File: src/common/hub_cfg_pkg.sv
// Constants, register indices and field layout of the sensor-hub configuration bank.
// Assumes a 32-bit AXI4-Lite register bus with byte address = 4 * register index.
package hub_cfg_pkg;

  localparam int          AXI_ADDR_W = 8;
  localparam int          IDX_W      = 6;
  localparam int          IDX_LSB    = 2;

  // Register indices; byte address is four times the index.
  localparam logic [5:0]  IDX_SENSOR2_REGISTER_POINTER = 6'h06;
  localparam logic [5:0]  IDX_SENSOR2_READ_SETUP       = 6'h07;
  localparam logic [5:0]  IDX_SENSOR3_BUS_TARGET       = 6'h08;
  localparam logic [5:0]  IDX_SENSOR3_REGISTER_POINTER = 6'h09;
  localparam logic [5:0]  IDX_SENSOR3_READ_SETUP       = 6'h0a;
  localparam logic [5:0]  IDX_SENSOR4_BUS_TARGET       = 6'h0b;
  localparam logic [5:0]  IDX_SENSOR4_REGISTER_POINTER = 6'h0c;
  localparam logic [5:0]  IDX_SENSOR4_READ_SETUP       = 6'h0d;
  localparam logic [5:0]  IDX_HUB_WRITE_BYTE           = 6'h0e;
  localparam logic [5:0]  IDX_HUB_CONTROL              = 6'h20;
  localparam logic [5:0]  IDX_HUB_STATUS               = 6'h21;

  localparam int          BANK_FIRST = 6;
  localparam int          BANK_LAST  = 14;
  localparam logic [7:0]  BANK_RESET = 8'h00;

  // Read setup fields.
  localparam int          DEC_HI = 7;
  localparam int          DEC_LO = 6;
  localparam int          CNT_HI = 2;
  localparam int          CNT_LO = 0;
  // Bus target fields.
  localparam int          ADDR_HI = 7;
  localparam int          ADDR_LO = 1;
  localparam int          EN_BIT  = 0;
  // Hub control fields.
  localparam int          CTRL_DIR_BIT  = 0;
  localparam int          CTRL_COND_BIT = 1;
  localparam int          CTRL_NUM_HI   = 3;
  localparam int          CTRL_NUM_LO   = 2;
  localparam logic [7:0]  CTRL_RESET    = 8'h00;

  // Number of sensors read: 00 one, 01 two, 10 three, 11 four.
  localparam logic [1:0]  NUM_TWO   = 2'h1;
  localparam logic [1:0]  NUM_THREE = 2'h2;

  // Decimation: every trigger, 2nd, 4th, 8th.
  localparam logic [1:0]  DEC_EVERY_1 = 2'h0;
  localparam logic [1:0]  DEC_EVERY_2 = 2'h1;
  localparam logic [1:0]  DEC_EVERY_4 = 2'h2;

  localparam logic        DIR_WRITE = 1'b0;

  localparam logic [1:0]  RESP_OKAY   = 2'h0;
  localparam logic [1:0]  RESP_SLVERR = 2'h2;

  typedef enum logic {GATE_IDLE, GATE_WAIT} gate_state_t;

endpackage

File: src/common/cond_read_if.sv
// Carries the first-sensor operation request and the conditioning read handshake.
// Assumes both ends sit on the same clock.
`timescale 1ns/1ns
`default_nettype none
interface cond_read_if;
  logic       start;
  logic       direction;
  logic       conditioned;
  logic       cond_valid;
  logic [7:0] cond_byte;
  logic       request;
  logic       go;
  logic       abandon;
  logic       busy;

  modport gate (input start, direction, conditioned, cond_valid, cond_byte,
                output request, go, abandon, busy);
  modport owner (output start, direction, conditioned, cond_valid, cond_byte,
                 input request, go, abandon, busy);
endinterface
`default_nettype wire

File: src/rtl/sample_decimator.sv
// Counts hub triggers and fires on every 1st, 2nd, 4th or 8th one.
// Assumes trigger is a one-cycle pulse on clk.
`timescale 1ns/1ns
`default_nettype none
module sample_decimator
  import hub_cfg_pkg::*;
(
  // Clock and reset.
  input  wire logic       clk,
  input  wire logic       sys_rst,
  // Trigger and setting.
  input  wire logic       trigger,
  input  wire logic [1:0] rate,
  // Result.
  output logic            fire
);
  logic [2:0] count;
  logic [2:0] mask;

  always_comb begin
    unique case (rate)
      DEC_EVERY_1: mask = 3'h0;
      DEC_EVERY_2: mask = 3'h1;
      DEC_EVERY_4: mask = 3'h3;
      default:     mask = 3'h7;
    endcase
  end

  always_ff @(posedge clk or posedge sys_rst) begin
    if (sys_rst) begin
      count <= 3'h0;
    end else if (trigger) begin
      count <= count + 3'h1;
    end
  end

  assign fire = trigger && ((count & mask) == 3'h0);
endmodule // sample_decimator
`default_nettype wire

File: src/rtl/cond_read_gate.sv
// Runs the first-sensor operation, with an optional conditioning read first.
// Assumes the engine answers a conditioning request with one cond_valid pulse.
`timescale 1ns/1ns
`default_nettype none
module cond_read_gate
  import hub_cfg_pkg::*;
(
  // Clock and reset.
  input  wire logic clk,
  input  wire logic sys_rst,
  // Request and handshake.
  cond_read_if.gate cr
);
  gate_state_t state;

  always_ff @(posedge clk or posedge sys_rst) begin
    if (sys_rst) begin
      state      <= GATE_IDLE;
      cr.request <= 1'b0;
      cr.go      <= 1'b0;
      cr.abandon <= 1'b0;
    end else begin
      cr.go      <= 1'b0;
      cr.abandon <= 1'b0;
      unique case (state)
        GATE_IDLE: begin
          if (cr.start) begin
            if (cr.conditioned && cr.direction != DIR_WRITE) begin
              state      <= GATE_WAIT;
              cr.request <= 1'b1;
            end else begin
              cr.go <= 1'b1;
            end
          end
        end
        GATE_WAIT: begin
          if (cr.cond_valid) begin
            state      <= GATE_IDLE;
            cr.request <= 1'b0;
            cr.go      <= cr.cond_byte != 8'h00;
            cr.abandon <= cr.cond_byte == 8'h00;
          end
        end
      endcase
    end
  end

  assign cr.busy = state == GATE_WAIT;
endmodule // cond_read_gate
`default_nettype wire

File: src/rtl/sensor_hub_slave_config_regs.sv
// Sensor-hub configuration bank behind an AXI4-Lite slave, with read slot planning.
// Assumes the hub engine runs on clk and pulses hub_trigger for one cycle.
//
// Notes on behaviour
// - Two-bit decimation for sensors 2 to 4, reset zero.
// - Low three bits give read count.
// - Sensor3 seven-bit bus address, upper bits.
// - Sensor3 address bit zero enables reads.
// - Sensor4 bus address and read enable.
// - Sensor3 register location, eight bits, reset zero.
// - Sensor4 register location, eight bits, reset zero.
// - Sensor2 register location, eight bits.
// - Byte written to sensor1, or conditioning location.
// - Direction bit: zero write, one read.
// - Conditioned read continues only on nonzero.
// - Two-bit field sets number of sensors.
//
// The AXI4-Lite interface to the registers was left to the implementer.
`timescale 1ns/1ns
`default_nettype none
module sensor_hub_slave_config_regs
  import hub_cfg_pkg::*;
(
  // Clock and reset.
  input  wire logic                  clk,
  input  wire logic                  sys_rst,
  // AXI4-Lite write address.
  input  wire logic [AXI_ADDR_W-1:0] s_axi_awaddr,
  input  wire logic                  s_axi_awvalid,
  output logic                       s_axi_awready,
  // AXI4-Lite write data.
  input  wire logic [31:0]           s_axi_wdata,
  input  wire logic [3:0]            s_axi_wstrb,
  input  wire logic                  s_axi_wvalid,
  output logic                       s_axi_wready,
  // AXI4-Lite write response.
  output logic [1:0]                 s_axi_bresp,
  output logic                       s_axi_bvalid,
  input  wire logic                  s_axi_bready,
  // AXI4-Lite read address.
  input  wire logic [AXI_ADDR_W-1:0] s_axi_araddr,
  input  wire logic                  s_axi_arvalid,
  output logic                       s_axi_arready,
  // AXI4-Lite read data.
  output logic [31:0]                s_axi_rdata,
  output logic [1:0]                 s_axi_rresp,
  output logic                       s_axi_rvalid,
  input  wire logic                  s_axi_rready,
  // Settings to the hub engine.
  output logic [7:0]                 sensor2_location,
  output logic [2:0]                 sensor2_read_count,
  output logic [6:0]                 sensor3_bus_address,
  output logic                       sensor3_read_enable,
  output logic [7:0]                 sensor3_location,
  output logic [2:0]                 sensor3_read_count,
  output logic [6:0]                 sensor4_bus_address,
  output logic                       sensor4_read_enable,
  output logic [7:0]                 sensor4_location,
  output logic [2:0]                 sensor4_read_count,
  output logic [7:0]                 hub_write_byte,
  output logic                       sensor1_direction,
  output logic                       conditioned_read,
  output logic [1:0]                 sensor_count,
  // Hub trigger and read slots.
  input  wire logic                  hub_trigger,
  output logic [3:0]                 read_slots,
  output logic                       read_slots_valid,
  // First-sensor operation.
  input  wire logic                  cond_data_valid,
  input  wire logic [7:0]            cond_data,
  output logic                       cond_read_request,
  output logic                       sensor1_go,
  output logic                       sensor1_abandon
);

  logic [7:0]       bank [BANK_FIRST:BANK_LAST];
  logic [7:0]       hub_control;
  logic             aw_held;
  logic [IDX_W-1:0] aw_index;
  logic             w_held;
  logic [7:0]       w_byte;
  logic             w_lane0;
  logic             do_write;
  logic             wr_in_bank;
  logic             wr_ok;
  logic [IDX_W-1:0] rd_index;
  logic [31:0]      rd_word;
  logic             rd_ok;
  logic             abandoned;
  logic [2:0]       fire;
  logic [3:0]       next_slots;

  cond_read_if cr ();

  // Write channel: address and data are taken in either order.
  assign s_axi_awready = !aw_held && !s_axi_bvalid;
  assign s_axi_wready  = !w_held && !s_axi_bvalid;
  assign do_write      = aw_held && w_held && !s_axi_bvalid;
  assign wr_in_bank    = (int'(aw_index) >= BANK_FIRST) && (int'(aw_index) <= BANK_LAST);
  assign wr_ok         = wr_in_bank || (aw_index == IDX_HUB_CONTROL);

  always_ff @(posedge clk or posedge sys_rst) begin
    if (sys_rst) begin
      aw_held  <= 1'b0;
      aw_index <= '0;
    end else if (s_axi_awvalid && s_axi_awready) begin
      aw_held  <= 1'b1;
      aw_index <= s_axi_awaddr[AXI_ADDR_W-1:IDX_LSB];
    end else if (do_write) begin
      aw_held <= 1'b0;
    end
  end

  always_ff @(posedge clk or posedge sys_rst) begin
    if (sys_rst) begin
      w_held  <= 1'b0;
      w_byte  <= 8'h00;
      w_lane0 <= 1'b0;
    end else if (s_axi_wvalid && s_axi_wready) begin
      w_held  <= 1'b1;
      w_byte  <= s_axi_wdata[7:0];
      w_lane0 <= s_axi_wstrb[0];
    end else if (do_write) begin
      w_held <= 1'b0;
    end
  end

  always_ff @(posedge clk or posedge sys_rst) begin
    if (sys_rst) begin
      s_axi_bvalid <= 1'b0;
      s_axi_bresp  <= RESP_OKAY;
    end else if (do_write) begin
      s_axi_bvalid <= 1'b1;
      s_axi_bresp  <= wr_ok ? RESP_OKAY : RESP_SLVERR;
    end else if (s_axi_bready) begin
      s_axi_bvalid <= 1'b0;
    end
  end

  // Register bank: every bit is stored as written, reserved ones too.
  always_ff @(posedge clk or posedge sys_rst) begin
    if (sys_rst) begin
      for (int i = BANK_FIRST; i <= BANK_LAST; i++) begin
        bank[i] <= BANK_RESET;
      end
    end else if (do_write && wr_in_bank && w_lane0) begin
      bank[aw_index] <= w_byte;
    end
  end

  always_ff @(posedge clk or posedge sys_rst) begin
    if (sys_rst) begin
      hub_control <= CTRL_RESET;
    end else if (do_write && aw_index == IDX_HUB_CONTROL && w_lane0) begin
      hub_control <= w_byte;
    end
  end

  // Read channel: one word answered the cycle after the address is taken.
  assign s_axi_arready = !s_axi_rvalid;
  assign rd_index      = s_axi_araddr[AXI_ADDR_W-1:IDX_LSB];

  always_comb begin
    rd_word = 32'h0000_0000;
    rd_ok   = 1'b1;
    if ((int'(rd_index) >= BANK_FIRST) && (int'(rd_index) <= BANK_LAST)) begin
      rd_word[7:0] = bank[rd_index];
    end else if (rd_index == IDX_HUB_CONTROL) begin
      rd_word[7:0] = hub_control;
    end else if (rd_index == IDX_HUB_STATUS) begin
      rd_word[7:0] = {2'b00, abandoned, cr.busy, read_slots};
    end else begin
      rd_ok = 1'b0;
    end
  end

  always_ff @(posedge clk or posedge sys_rst) begin
    if (sys_rst) begin
      s_axi_rvalid <= 1'b0;
      s_axi_rdata  <= 32'h0000_0000;
      s_axi_rresp  <= RESP_OKAY;
    end else if (s_axi_arvalid && s_axi_arready) begin
      s_axi_rvalid <= 1'b1;
      s_axi_rdata  <= rd_word;
      s_axi_rresp  <= rd_ok ? RESP_OKAY : RESP_SLVERR;
    end else if (s_axi_rready) begin
      s_axi_rvalid <= 1'b0;
    end
  end

  // Settings to the hub engine, straight from the bank and hub_control flip-flops.
  assign sensor2_location    = bank[IDX_SENSOR2_REGISTER_POINTER];
  assign sensor2_read_count  = bank[IDX_SENSOR2_READ_SETUP][CNT_HI:CNT_LO];
  assign sensor3_bus_address = bank[IDX_SENSOR3_BUS_TARGET][ADDR_HI:ADDR_LO];
  assign sensor3_read_enable = bank[IDX_SENSOR3_BUS_TARGET][EN_BIT];
  assign sensor3_location    = bank[IDX_SENSOR3_REGISTER_POINTER];
  assign sensor3_read_count  = bank[IDX_SENSOR3_READ_SETUP][CNT_HI:CNT_LO];
  assign sensor4_bus_address = bank[IDX_SENSOR4_BUS_TARGET][ADDR_HI:ADDR_LO];
  assign sensor4_read_enable = bank[IDX_SENSOR4_BUS_TARGET][EN_BIT];
  assign sensor4_location    = bank[IDX_SENSOR4_REGISTER_POINTER];
  assign sensor4_read_count  = bank[IDX_SENSOR4_READ_SETUP][CNT_HI:CNT_LO];
  assign hub_write_byte      = bank[IDX_HUB_WRITE_BYTE];
  assign sensor1_direction   = hub_control[CTRL_DIR_BIT];
  assign conditioned_read    = hub_control[CTRL_COND_BIT];
  assign sensor_count        = hub_control[CTRL_NUM_HI:CTRL_NUM_LO];

  // Decimation of the second to fourth sensors.
  sample_decimator dec2 (
    .clk     (clk),
    .sys_rst (sys_rst),
    .trigger (hub_trigger),
    .rate    (bank[IDX_SENSOR2_READ_SETUP][DEC_HI:DEC_LO]),
    .fire    (fire[0])
  );

  sample_decimator dec3 (
    .clk     (clk),
    .sys_rst (sys_rst),
    .trigger (hub_trigger),
    .rate    (bank[IDX_SENSOR3_READ_SETUP][DEC_HI:DEC_LO]),
    .fire    (fire[1])
  );

  sample_decimator dec4 (
    .clk     (clk),
    .sys_rst (sys_rst),
    .trigger (hub_trigger),
    .rate    (bank[IDX_SENSOR4_READ_SETUP][DEC_HI:DEC_LO]),
    .fire    (fire[2])
  );

  // Slots read on this trigger: sensor count, read enables and decimation.
  always_comb begin
    next_slots    = 4'h0;
    next_slots[0] = 1'b1;
    next_slots[1] = (sensor_count >= NUM_TWO) && fire[0];
    next_slots[2] = (sensor_count >= NUM_THREE) && sensor3_read_enable && fire[1];
    next_slots[3] = (sensor_count > NUM_THREE) && sensor4_read_enable && fire[2];
  end

  always_ff @(posedge clk or posedge sys_rst) begin
    if (sys_rst) begin
      read_slots       <= 4'h0;
      read_slots_valid <= 1'b0;
    end else begin
      read_slots_valid <= hub_trigger;
      if (hub_trigger) begin
        read_slots <= next_slots;
      end
    end
  end

  // First-sensor operation and its conditioning read.
  assign cr.start       = hub_trigger;
  assign cr.direction   = sensor1_direction;
  assign cr.conditioned = conditioned_read;
  assign cr.cond_valid  = cond_data_valid;
  assign cr.cond_byte   = cond_data;

  cond_read_gate gate (
    .clk     (clk),
    .sys_rst (sys_rst),
    .cr      (cr.gate)
  );

  assign cond_read_request = cr.request;
  assign sensor1_go        = cr.go;
  assign sensor1_abandon   = cr.abandon;

  always_ff @(posedge clk or posedge sys_rst) begin
    if (sys_rst) begin
      abandoned <= 1'b0;
    end else if (cr.abandon) begin
      abandoned <= 1'b1;
    end else if (cr.go) begin
      abandoned <= 1'b0;
    end
  end

endmodule // sensor_hub_slave_config_regs
`default_nettype wire

File: config.mk
export PLATFORM = sky130hd
export DESIGN_NAME = sensor_hub_slave_config_regs
export DESIGN_NICKNAME = d
export VERILOG_FILES = /design/src/common/hub_cfg_pkg.sv /design/src/common/cond_read_if.sv /design/src/rtl/sample_decimator.sv /design/src/rtl/cond_read_gate.sv /design/src/rtl/sensor_hub_slave_config_regs.sv
export SDC_FILE = /design/constraint.sdc
export NUM_CORES = 1
export LEC_CHECK = 0
export ABC_AREA = 1
export BUFFER_PORTS_ARGS = -buffer_cell sky130_fd_sc_hd__buf_2
export CAP_MARGIN = 25
export CELL_PAD_IN_SITES_DETAIL_PLACEMENT = 1
export CELL_PAD_IN_SITES_GLOBAL_PLACEMENT = 2
export CORE_ASPECT_RATIO = 0.6
export CORE_MARGIN = 5
export CORE_UTILIZATION = 28
export DETAILED_ROUTE_END_ITERATION = 6
export PLACE_DENSITY_LB_ADDON = 0.1
export SETUP_SLACK_MARGIN = 0.02
export SYNTH_ARGS = -nofsm -noshare
export SYNTH_HDL_FRONTEND = slang
export SYNTH_SLANG_ARGS = --single-unit
File: constraint.sdc
create_clock -name clk -period 4.58 [get_ports clk]
set_clock_uncertainty 0.15 [all_clocks]
set_input_delay 0.916 -clock clk [delete_from_list [all_inputs] [get_ports clk]]
set_output_delay 0.916 -clock clk [all_outputs]
set_load 0.02 [all_outputs]
---- Word level (Yosys, flattened, before mapping) ----
Cells that the tools add are included.
word-level totals
  bits in writable memories ............... 0
  bits in latches ......................... 0
  input bits .............................. 69
  bits in registers ....................... 130
  ROM bits ................................ 0
  memories ................................ 0
operators by class
  shift operators ......................... 0
  multipliers ............................. 0
  bitwise gates (word level) .............. 6
  reduce and logical (&&, ||, !) cells .... 42
  multiplexer cells ....................... 40
  div/mod/pow operators ................... 0
  $add $sub $neg .......................... 3
  equality and inequality tests ........... 12
  order comparisons ....................... 10
operator list
  kind                                                                                  number
  72-bit bitwise mux                                                                    1
  8-bit two-way mux                                                                     5
  8-bit binary-select mux with 4-bit select                                             1
  8-bit demux with 4-bit select                                                         1
  3-bit one-hot mux with 3 select lines                                                 3
  1-bit logical AND                                                                     23
  1-bit two-way mux                                                                     23
  6-bit equality test (second input constant)                                           3
  7-bit by 5-bit greater-or-equal comparator with 1-bit output (second input constant)  2
  6-bit inverter with 7-bit output                                                      2
  6-bit by 3-bit greater-or-equal comparator with 1-bit output (second input constant)  2
  6-bit by 4-bit <= comparator with 1-bit output (second input constant)                2
  2-bit nonzero test                                                                    5
  3-bit by 1-bit adder with 3-bit output (second input constant)                        3
  3-bit AND                                                                             3
  3-bit logical NOT                                                                     3
  8-bit logical NOT                                                                     1
  8-bit nonzero test                                                                    1
  7-bit by 1-bit < comparator with 1-bit output (second input constant)                 1
  2-bit by 1-bit equality test with 1-bit output (second input constant)                3
  2-bit equality test (second input constant)                                           3
  2-bit logical NOT                                                                     3
  6-bit two-way mux                                                                     1
  1-bit one-hot mux with 2 select lines                                                 3
  other kinds (10)                                                                      15

---- Longest topological paths before layout ----
Gate-level depths: netlist of run 1.
  depth after elaboration ................. 6
  depth in mapped cells ................... 11

---- Modules after synthesis ----
From an unflattened synthesis of run 1, not the netlist that was laid out.
second synthesis, totals
  cell total of the unflattened synthesis .. 871
  area, all modules ....................... 6,971.7 um^2
modules (own cells, without submodules)
  module                        seq. area each (um^2)  cells each  instances  area each (um^2)
  sensor_hub_slave_config_regs  2,877.8                788         1          6,301.0
  sample_decimator              75.1                   20          3          161.4
  cond_read_gate                100.1                  23          1          186.4

---- Least setup slack after synthesis of run 1 ----
OpenSTA, ideal clock, no wires.
  path type ............................... input to register
  start point ............................. in s_axi_araddr[4]
  end point ............................... reg s_axi_rdata[0]
  cell stages on the path ................. 11
  buffers on the path ..................... 2
  setup slack ............................. 2,454 ps
  arrival ................................. 1,860 ps
  setup time .............................. 116 ps
  path through ............................ buf_2 > nand2_1 > inv_2 > nand2_1 > nand2_1 > nand2_1 > buf_2 > nor2_1 > nand2_1 > nand2_1 > nand2_1
between the ends
  longest elaborated chain between the ends .. 5
  elaborated cells on any way between the ends .. 12
RTL lines
  item                                                    RTL line                             source
  from (decl)                                             sensor_hub_slave_config_regs.sv:41   input wire logic [AXI_ADDR_W-1:0] s_axi_araddr,
  6-bit inverter with 7-bit output (not written as such)  sensor_hub_slave_config_regs.sv:167  rd_word[7:0] = bank[rd_index];
  8-bit binary-select mux with 4-bit select               sensor_hub_slave_config_regs.sv:167
  8-bit two-way mux (not written as such) (2 in a row)    sensor_hub_slave_config_regs.sv:167
  8-bit two-way mux *                                     sensor_hub_slave_config_regs.sv:166  if ((int'(rd_index) >= BANK_FIRST) && (int'(rd_index) <= BANK_LAST)) begin
  to (signal assigned)                                    sensor_hub_slave_config_regs.sv:184  s_axi_rdata <= rd_word;
  to (decl)                                               sensor_hub_slave_config_regs.sv:45   output logic [31:0] s_axi_rdata,
Mark *: on every way between the ends. The rest lies on a longest branch, timed or not. The select of a mux whose other input is x is not followed.
A chain may end at the register's enable or synchronous reset.

---- Worst setup path in the final report of run 1 ----
  start point ............................. in hub_trigger
  end point ............................... reg read_slots[3]
between the ends
  longest elaborated chain between the ends .. 2
RTL lines
  item                  RTL line                             source
  from (decl)           sensor_hub_slave_config_regs.sv:65   input wire logic hub_trigger,
  1-bit logical AND     sample_decimator.sv:37               assign fire = trigger && ((count & mask) == 3'h0);
  1-bit logical AND     sensor_hub_slave_config_regs.sv:238  next_slots[3] = (sensor_count > NUM_THREE) && sensor4_read_enable && fire[2];
  to (signal assigned)  sensor_hub_slave_config_regs.sv:248  read_slots <= next_slots;
  to (decl)             sensor_hub_slave_config_regs.sv:66   output logic [3:0] read_slots,
Several ways; a longest one is shown, not always the timed one.

==> run summary, run 1 <==
DRT antenna net count: 0
Max cap viols: 0
Clock insertion delay at the later pin of the skew report: 420 ps
Synth area leaders: dfrtp_1, nand2_1, buf_4, o21ai_2, nand3_1
Setup-failing EPs final: 0
Critical Path RT: 4790 ps
Synth Cell Area: 6900 µm²
Post-route DRC: 0
CTS tree: built
Final nets: 953
Top post-synthesis cells by count: nand2_1, dfrtp_1, buf_4
Via density: 4.50
Crit path launch type: input port
WP data arrival: 2810 ps
Post-DP Area: 7230 µm²
Fmax: 0.384 GHz
Clock transition at path regs: 60 ps
Antenna diode count: 0
# fillers: 2905
Share of cells above drive strength 1: 0.243
Max-slew violations: 0
RSZ-0062 raised after global routing: false
Top-area cell type share of the netlist area: 0.464
Root Driver: clkbuf_16
Final Power: 4.37 mW
Hold Path Stages: 1
Dpl hpwl: 17.3 mm
Crit path time final: 2600 ps
CTS max path bufs: 2
Tot GR Track Use: 0.169
Crit Path Max Fanout: 15
Die H: 132 µm
Flip-flop and latch area: 3200 µm²
Row count: 44
Synth async-reset ratio: 1.00
LEAKAGE: 3.92 nW
R2r setup slk: 2550 ps
Peak VDD IR: 0.228 mV
Hold path start: gate.cr.go
EDFF count, synth: 0
Post-route cell area: 7880 µm²
GP Congestion: 0.806
Flops & latches, synth: 128
Sequential-to-total area share from yosys stat: 0.464
Detailed Route WL: 23.1 mm
Synth Flop Type: dfrtp_1
Type of the most critical hold path: reg -> reg
RR Startpoint: hub_control[2]
Pre-Repair DR Iteration Count: 4
Syn. warnings: 0
Tcrit/Tclk final: 0.568
Hold_buf cts: 0
TNS Setup: 0 ps
Cell accounting for the most synthesized area: dfrtp_1
Grt ovf: 0
First-pass GRT wire length: 35.9 mm
Kind of critical path: in -> reg
Mapped Cells: 823
Die W: 213 µm
Slew @ Worst Pin: 1140 ps
Slew margin rel.: 0.234
Slowest stage delay, CP: 1020 ps
CTS sink count: 128
WL/cell: 19.0 µm
Core ar.: 24200 µm²
Pwr Density: 555 nW/µm²
Outcome: complete, no violations
Reg2Reg Depth: 4
Detailed-route via count: 5463
Initial antenna violation count: 0
Post-CTS setup buffers: 0
Die area: 28000 µm²
Mean Syn Cell Area: 8.39 µm²
Initial Utilization: 0.285
Worst setup EP type: flop
Ports: 179
Vias in the first global route: 5829
Synth cell types: 34
Critical-path top delay cell: nor4_1
Largest net degree at the start of global routing: 83
I/O Buffers: 121
Hold endpoint: abandoned
Area growth from synthesis to layout: 14.1%
Num CTS Buffers: 17
Most common cell in the netlist: nand2_1
Final Hold Viols: 0
Fin util: 0.325
Multi-input gate area: 2750 µm²
Post-CTS Resized: 0
Critical path cell sequence: buf_2, inv_1, nor4_1, o211ai_1, nand2_1
H-tree Lvls: 4
1st-iter DRT viols: 290
Worst R2R End: read_slots[3]
-- worst max-delay path by stage --
stage | start | endpoint | depth (start not counted)
6_report | hub_trigger | read_slots[3] | 5
3_3_place_gp | s_axi_araddr[2] | s_axi_rdata[3] | 9
3_5_place_dp | s_axi_araddr[2] | s_axi_rdata[3] | 9
4_1_cts | s_axi_araddr[2] | s_axi_rdata[3] | 9
2_1_floorplan | sys_rst | abandoned | 1
5_1_grt | s_axi_araddr[2] | s_axi_rdata[5] | 9
-- critical path: cells and delay by family --
kind	cells	cell delay (ps)
buf+inv	2	580
simple gates	2	1130
compound gates	1	190
-- flip-flops by register name (all words and copies together) (netlist names), 3 cells and up --
register and cells:
aw_index 6, bank 15, dec2.count 3, dec3.count 3
dec4.count 3, hub_control 8, hub_write_byte 8, read_slots 4
s_axi_rdata 8, sensor2_location 8, sensor2_read_count 3, sensor3_bus_address 7
sensor3_location 8, sensor3_read_count 3, sensor4_bus_address 7, sensor4_location 8
sensor4_read_count 3, w_byte 8
-- metal layers --
| metal | wire [µm] | track usage | vias up |
|---|---|---|---|
| met1 | 11900 | 0.258 | 2695 |
| met5 | 0 | 0 | - |
| met2 | 9980 | 0.245 | 92 |
| met3 | 953 | 0.0353 | 15 |
| met4 | 247 | 0.0391 | 0 |
| li1 | - | - | 2661 |
-- placed cells by master (no fill, tap or decap), types with 2 or more instances in the layout --
cell type    n
conb_1      26
nor2_4       3
clkbuf_8     2
clkbuf_16   17
inv_2        4
nand2_1    249
nand3_4     10
nor2_1      47
nand4_1     11
bufinv_16    5
clkinv_2     4
xor2_1       6
clkinv_1     7
inv_1       53
o21ai_1     41
nand3_1     51
nor2_8       2
buf_2      121
mux2_2       3
ha_1         3
nor3_2       3
dfrtp_1    128
o21ai_0     16
o21ai_2     34
a21oi_1     29
nor3_1       4
-- stage by stage --
stage | instances | hold slack, ps | setup WS [ps]
final | 1215 | 303 | 1980
after global routing | 1215 | 332 | 1890
after CTS | 1215 | 307 | 2070
after detailed placement | 1184 | 298 | 1600
after global placement | 1184 | 303 | 1640
after floorplan | 848 | 303 | 101
-- logic make-up after synthesis --
family,Yosys count,synth area share
compound gates,123,0.109
flops,128,0.464
simple gates,385,0.257
buf+inv,174,0.152
mux,3,0.00489
other cells,1,0.000543
xor+xnor,6,0.00761
fa+ha+maj,3,0.00544
-- final cells by class --
| cell class | instances | share of cell area |
|---|---|---|
| Clock inverter | 11 | 0.0237 |
| Clock buffer | 20 | 0.0580 |
| Inverter | 65 | 0.0313 |
| Tap cell | 322 | 0.0512 |
| Multi-Input combinational cell | 546 | 0.349 |
| Sequential cell | 128 | 0.407 |
| Timing Repair Buffer | 123 | 0.0804 |
-- power breakdown --
part / switching [mW] / total, mW / internal, mW
Clock: 0.525 / 1.51 / 0.988
Combinational: 0.897 / 1.23 / 0.335
Sequential: 0.239 / 1.63 / 1.39
Power figures use the tool's default switching activity.
==> run 2: changes to the inputs <==
--- a/config.mk
+++ b/config.mk
@@ -12,7 +12,7 @@
 export CELL_PAD_IN_SITES_GLOBAL_PLACEMENT = 2
 export CORE_ASPECT_RATIO = 0.6
 export CORE_MARGIN = 5
-export CORE_UTILIZATION = 28
+export CORE_UTILIZATION = 31
 export DETAILED_ROUTE_END_ITERATION = 6
 export PLACE_DENSITY_LB_ADDON = 0.1
 export SETUP_SLACK_MARGIN = 0.02
==> constraint.sdc (replaced) <==
create_clock -name clk -period 2.4 [get_ports clk]
set_clock_uncertainty 0.15 [all_clocks]
set_input_delay 0.48 -clock clk [delete_from_list [all_inputs] [get_ports clk]]
set_output_delay 0.48 -clock clk [all_outputs]
set_load 0.02 [all_outputs]
==> run summary, run 2 (synthesis results as in run 1) <==
Setup-failing EPs final: 0
Die area: 25500 µm²
Clock power frac: 0.346
Clock insertion delay at the later pin of the skew report: 440 ps
Dpl hpwl: 17.3 mm
# fillers: 2629
Net Sw Power: 3.22 mW
Tot GR Track Use: 0.182
Post-CTS Resized: 0
Worst setup EP type: flop
I/O Buffers: 121
Peak VDD IR: 0.514 mV
RR Startpoint: aw_index[1]
Tcrit/Tclk final: 0.773
Detailed Route WL: 22.6 mm
Max cap viols: 0
RSZ-0062 raised after global routing: false
Pre-Repair DR Iteration Count: 4
WL/cell: 19.0 µm
Clock transition at path regs: 60 ps
Reg with most FFs: bank
Post-route DRC: 0
Post-CTS setup buffers: 0
GP Congestion: 0.801
Kind of critical path: reg -> reg
Pwr Density: 1050 nW/µm²
Die W: 203 µm
Root Driver: clkbuf_16
Hold path start: s_axi_bready
Share of cells above drive strength 1: 0.253
P_int: 5.14 mW
Outcome: complete, no violations
Core ar.: 22000 µm²
Sw Ratio: 0.385
CTS sink count: 128
Final nets: 964
Num CTS Buffers: 17
First-pass GRT wire length: 35.2 mm
Type of the most critical hold path: in -> reg
Max-slew violations: 0
H-tree Lvls: 4
Initial antenna violation count: 0
Vias in the first global route: 5833
Critical Path RT: 2600 ps
Post-route cell area: 7940 µm²
Crit path launch type: flop
Grt ovf: 0
Row count: 42
Crit path from: aw_index[1]
TNS Setup: 0 ps
LEAKAGE: 3.96 nW
R2r setup slk: 540 ps
Slew margin rel.: 0.478
Detailed-route via count: 5545
CTS tree: built
Area growth from synthesis to layout: 15.1%
Initial Utilization: 0.314
Most common cell after layout, fill and taps aside: nand2_1
Via density: 4.65
Crit path time final: 1860 ps
Reg power frac: 0.371
Largest register FFs: 15
Fmax: 0.539 GHz
Slew @ Worst Pin: 783 ps
1st-iter DRT viols: 359
WP data arrival: 2060 ps
Final Hold Viols: 0
Logic gate share of total power: 0.283
Largest net degree at the start of global routing: 64
Post-DP Area: 7290 µm²
Ports: 179
Most frequent cells in the layout: nand2_1, dfrtp_1, buf_2
Crit Path Max Fanout: 16
Die H: 126 µm
DRT antenna net count: 0
CTS max path bufs: 2
run 2: timing repair:
item / CTS / global route
endpoints found under the setup margin: 0 / 0
endpoints found under the hold margin: 10 / 0
hold buffers: 1 / 0
run 2: power by group through the flow:
| stage | Sequential (mW) | Clock [mW] | Combinational (mW) |
|---|---|---|---|
| after floorplan | 3.05 | 0 | 1.80 |
| after global placement | 3.12 | 0 | 2.34 |
| after detailed placement | 3.15 | 0 | 2.41 |
| after CTS | 3.11 | 2.96 | 2.42 |
| after global routing | 3.17 | 3.03 | 2.62 |
| final | 3.10 | 2.89 | 2.36 |
run 2: final cells by class:
| cell class | count | area, µm² | area share |
|---|---|---|---|
| Antenna cell | 1 | 2.50 | 0.000315 |
| Clock inverter | 15 | 216 | 0.0272 |
| Clock buffer | 17 | 425 | 0.0536 |
| Inverter | 65 | 248 | 0.0312 |
| Multi-Input combinational cell | 546 | 2750 | 0.346 |
| Sequential cell | 128 | 3200 | 0.403 |
| Tap cell | 286 | 358 | 0.0450 |
| Timing Repair Buffer | 134 | 743 | 0.0936 |
run 2: worst paths after layout:
path | to | depth (start not counted)
worst max-delay path | hub_control[3] | 7
worst min-delay path | s_axi_bvalid | 2
worst max register to register | hub_control[3] | 7
worst min register to register | abandoned | 1
max in group asynchronous | s_axi_rdata[1] | 4
min in group asynchronous | sensor3_location[2] | 3
run 2: worst max-delay path, stage by stage, from the launching register on:
cell     delay (ps)
dfrtp_1         410
inv_1           100
nand2_1         110
nor2_1          130
nand3_1         150
nor3_4          480
nand2_1         120
o21ai_0         110
run 2: per-stage QoR:
stage	power [mW]	util	setup slack, ps	instances	hold slack, ps
final	8.36	0.362	544	1192	74.7
after global routing	8.83	0.362	334	1191	82.4
after CTS	8.49	0.362	516	1191	61.1
after detailed placement	5.56	0.332	234	1158	301
after global placement	5.47	0.332	255	1158	292
after floorplan	4.85	-	189	848	303
run 2: metal layers:
layer  vias up  global-route usage  part of all wire
met5         -                   0                 0
met4         0              0.0515             0.012
met3        20              0.0378             0.045
met2       109               0.262              0.42
met1      2737               0.275              0.52
li1       2679                   -                 -
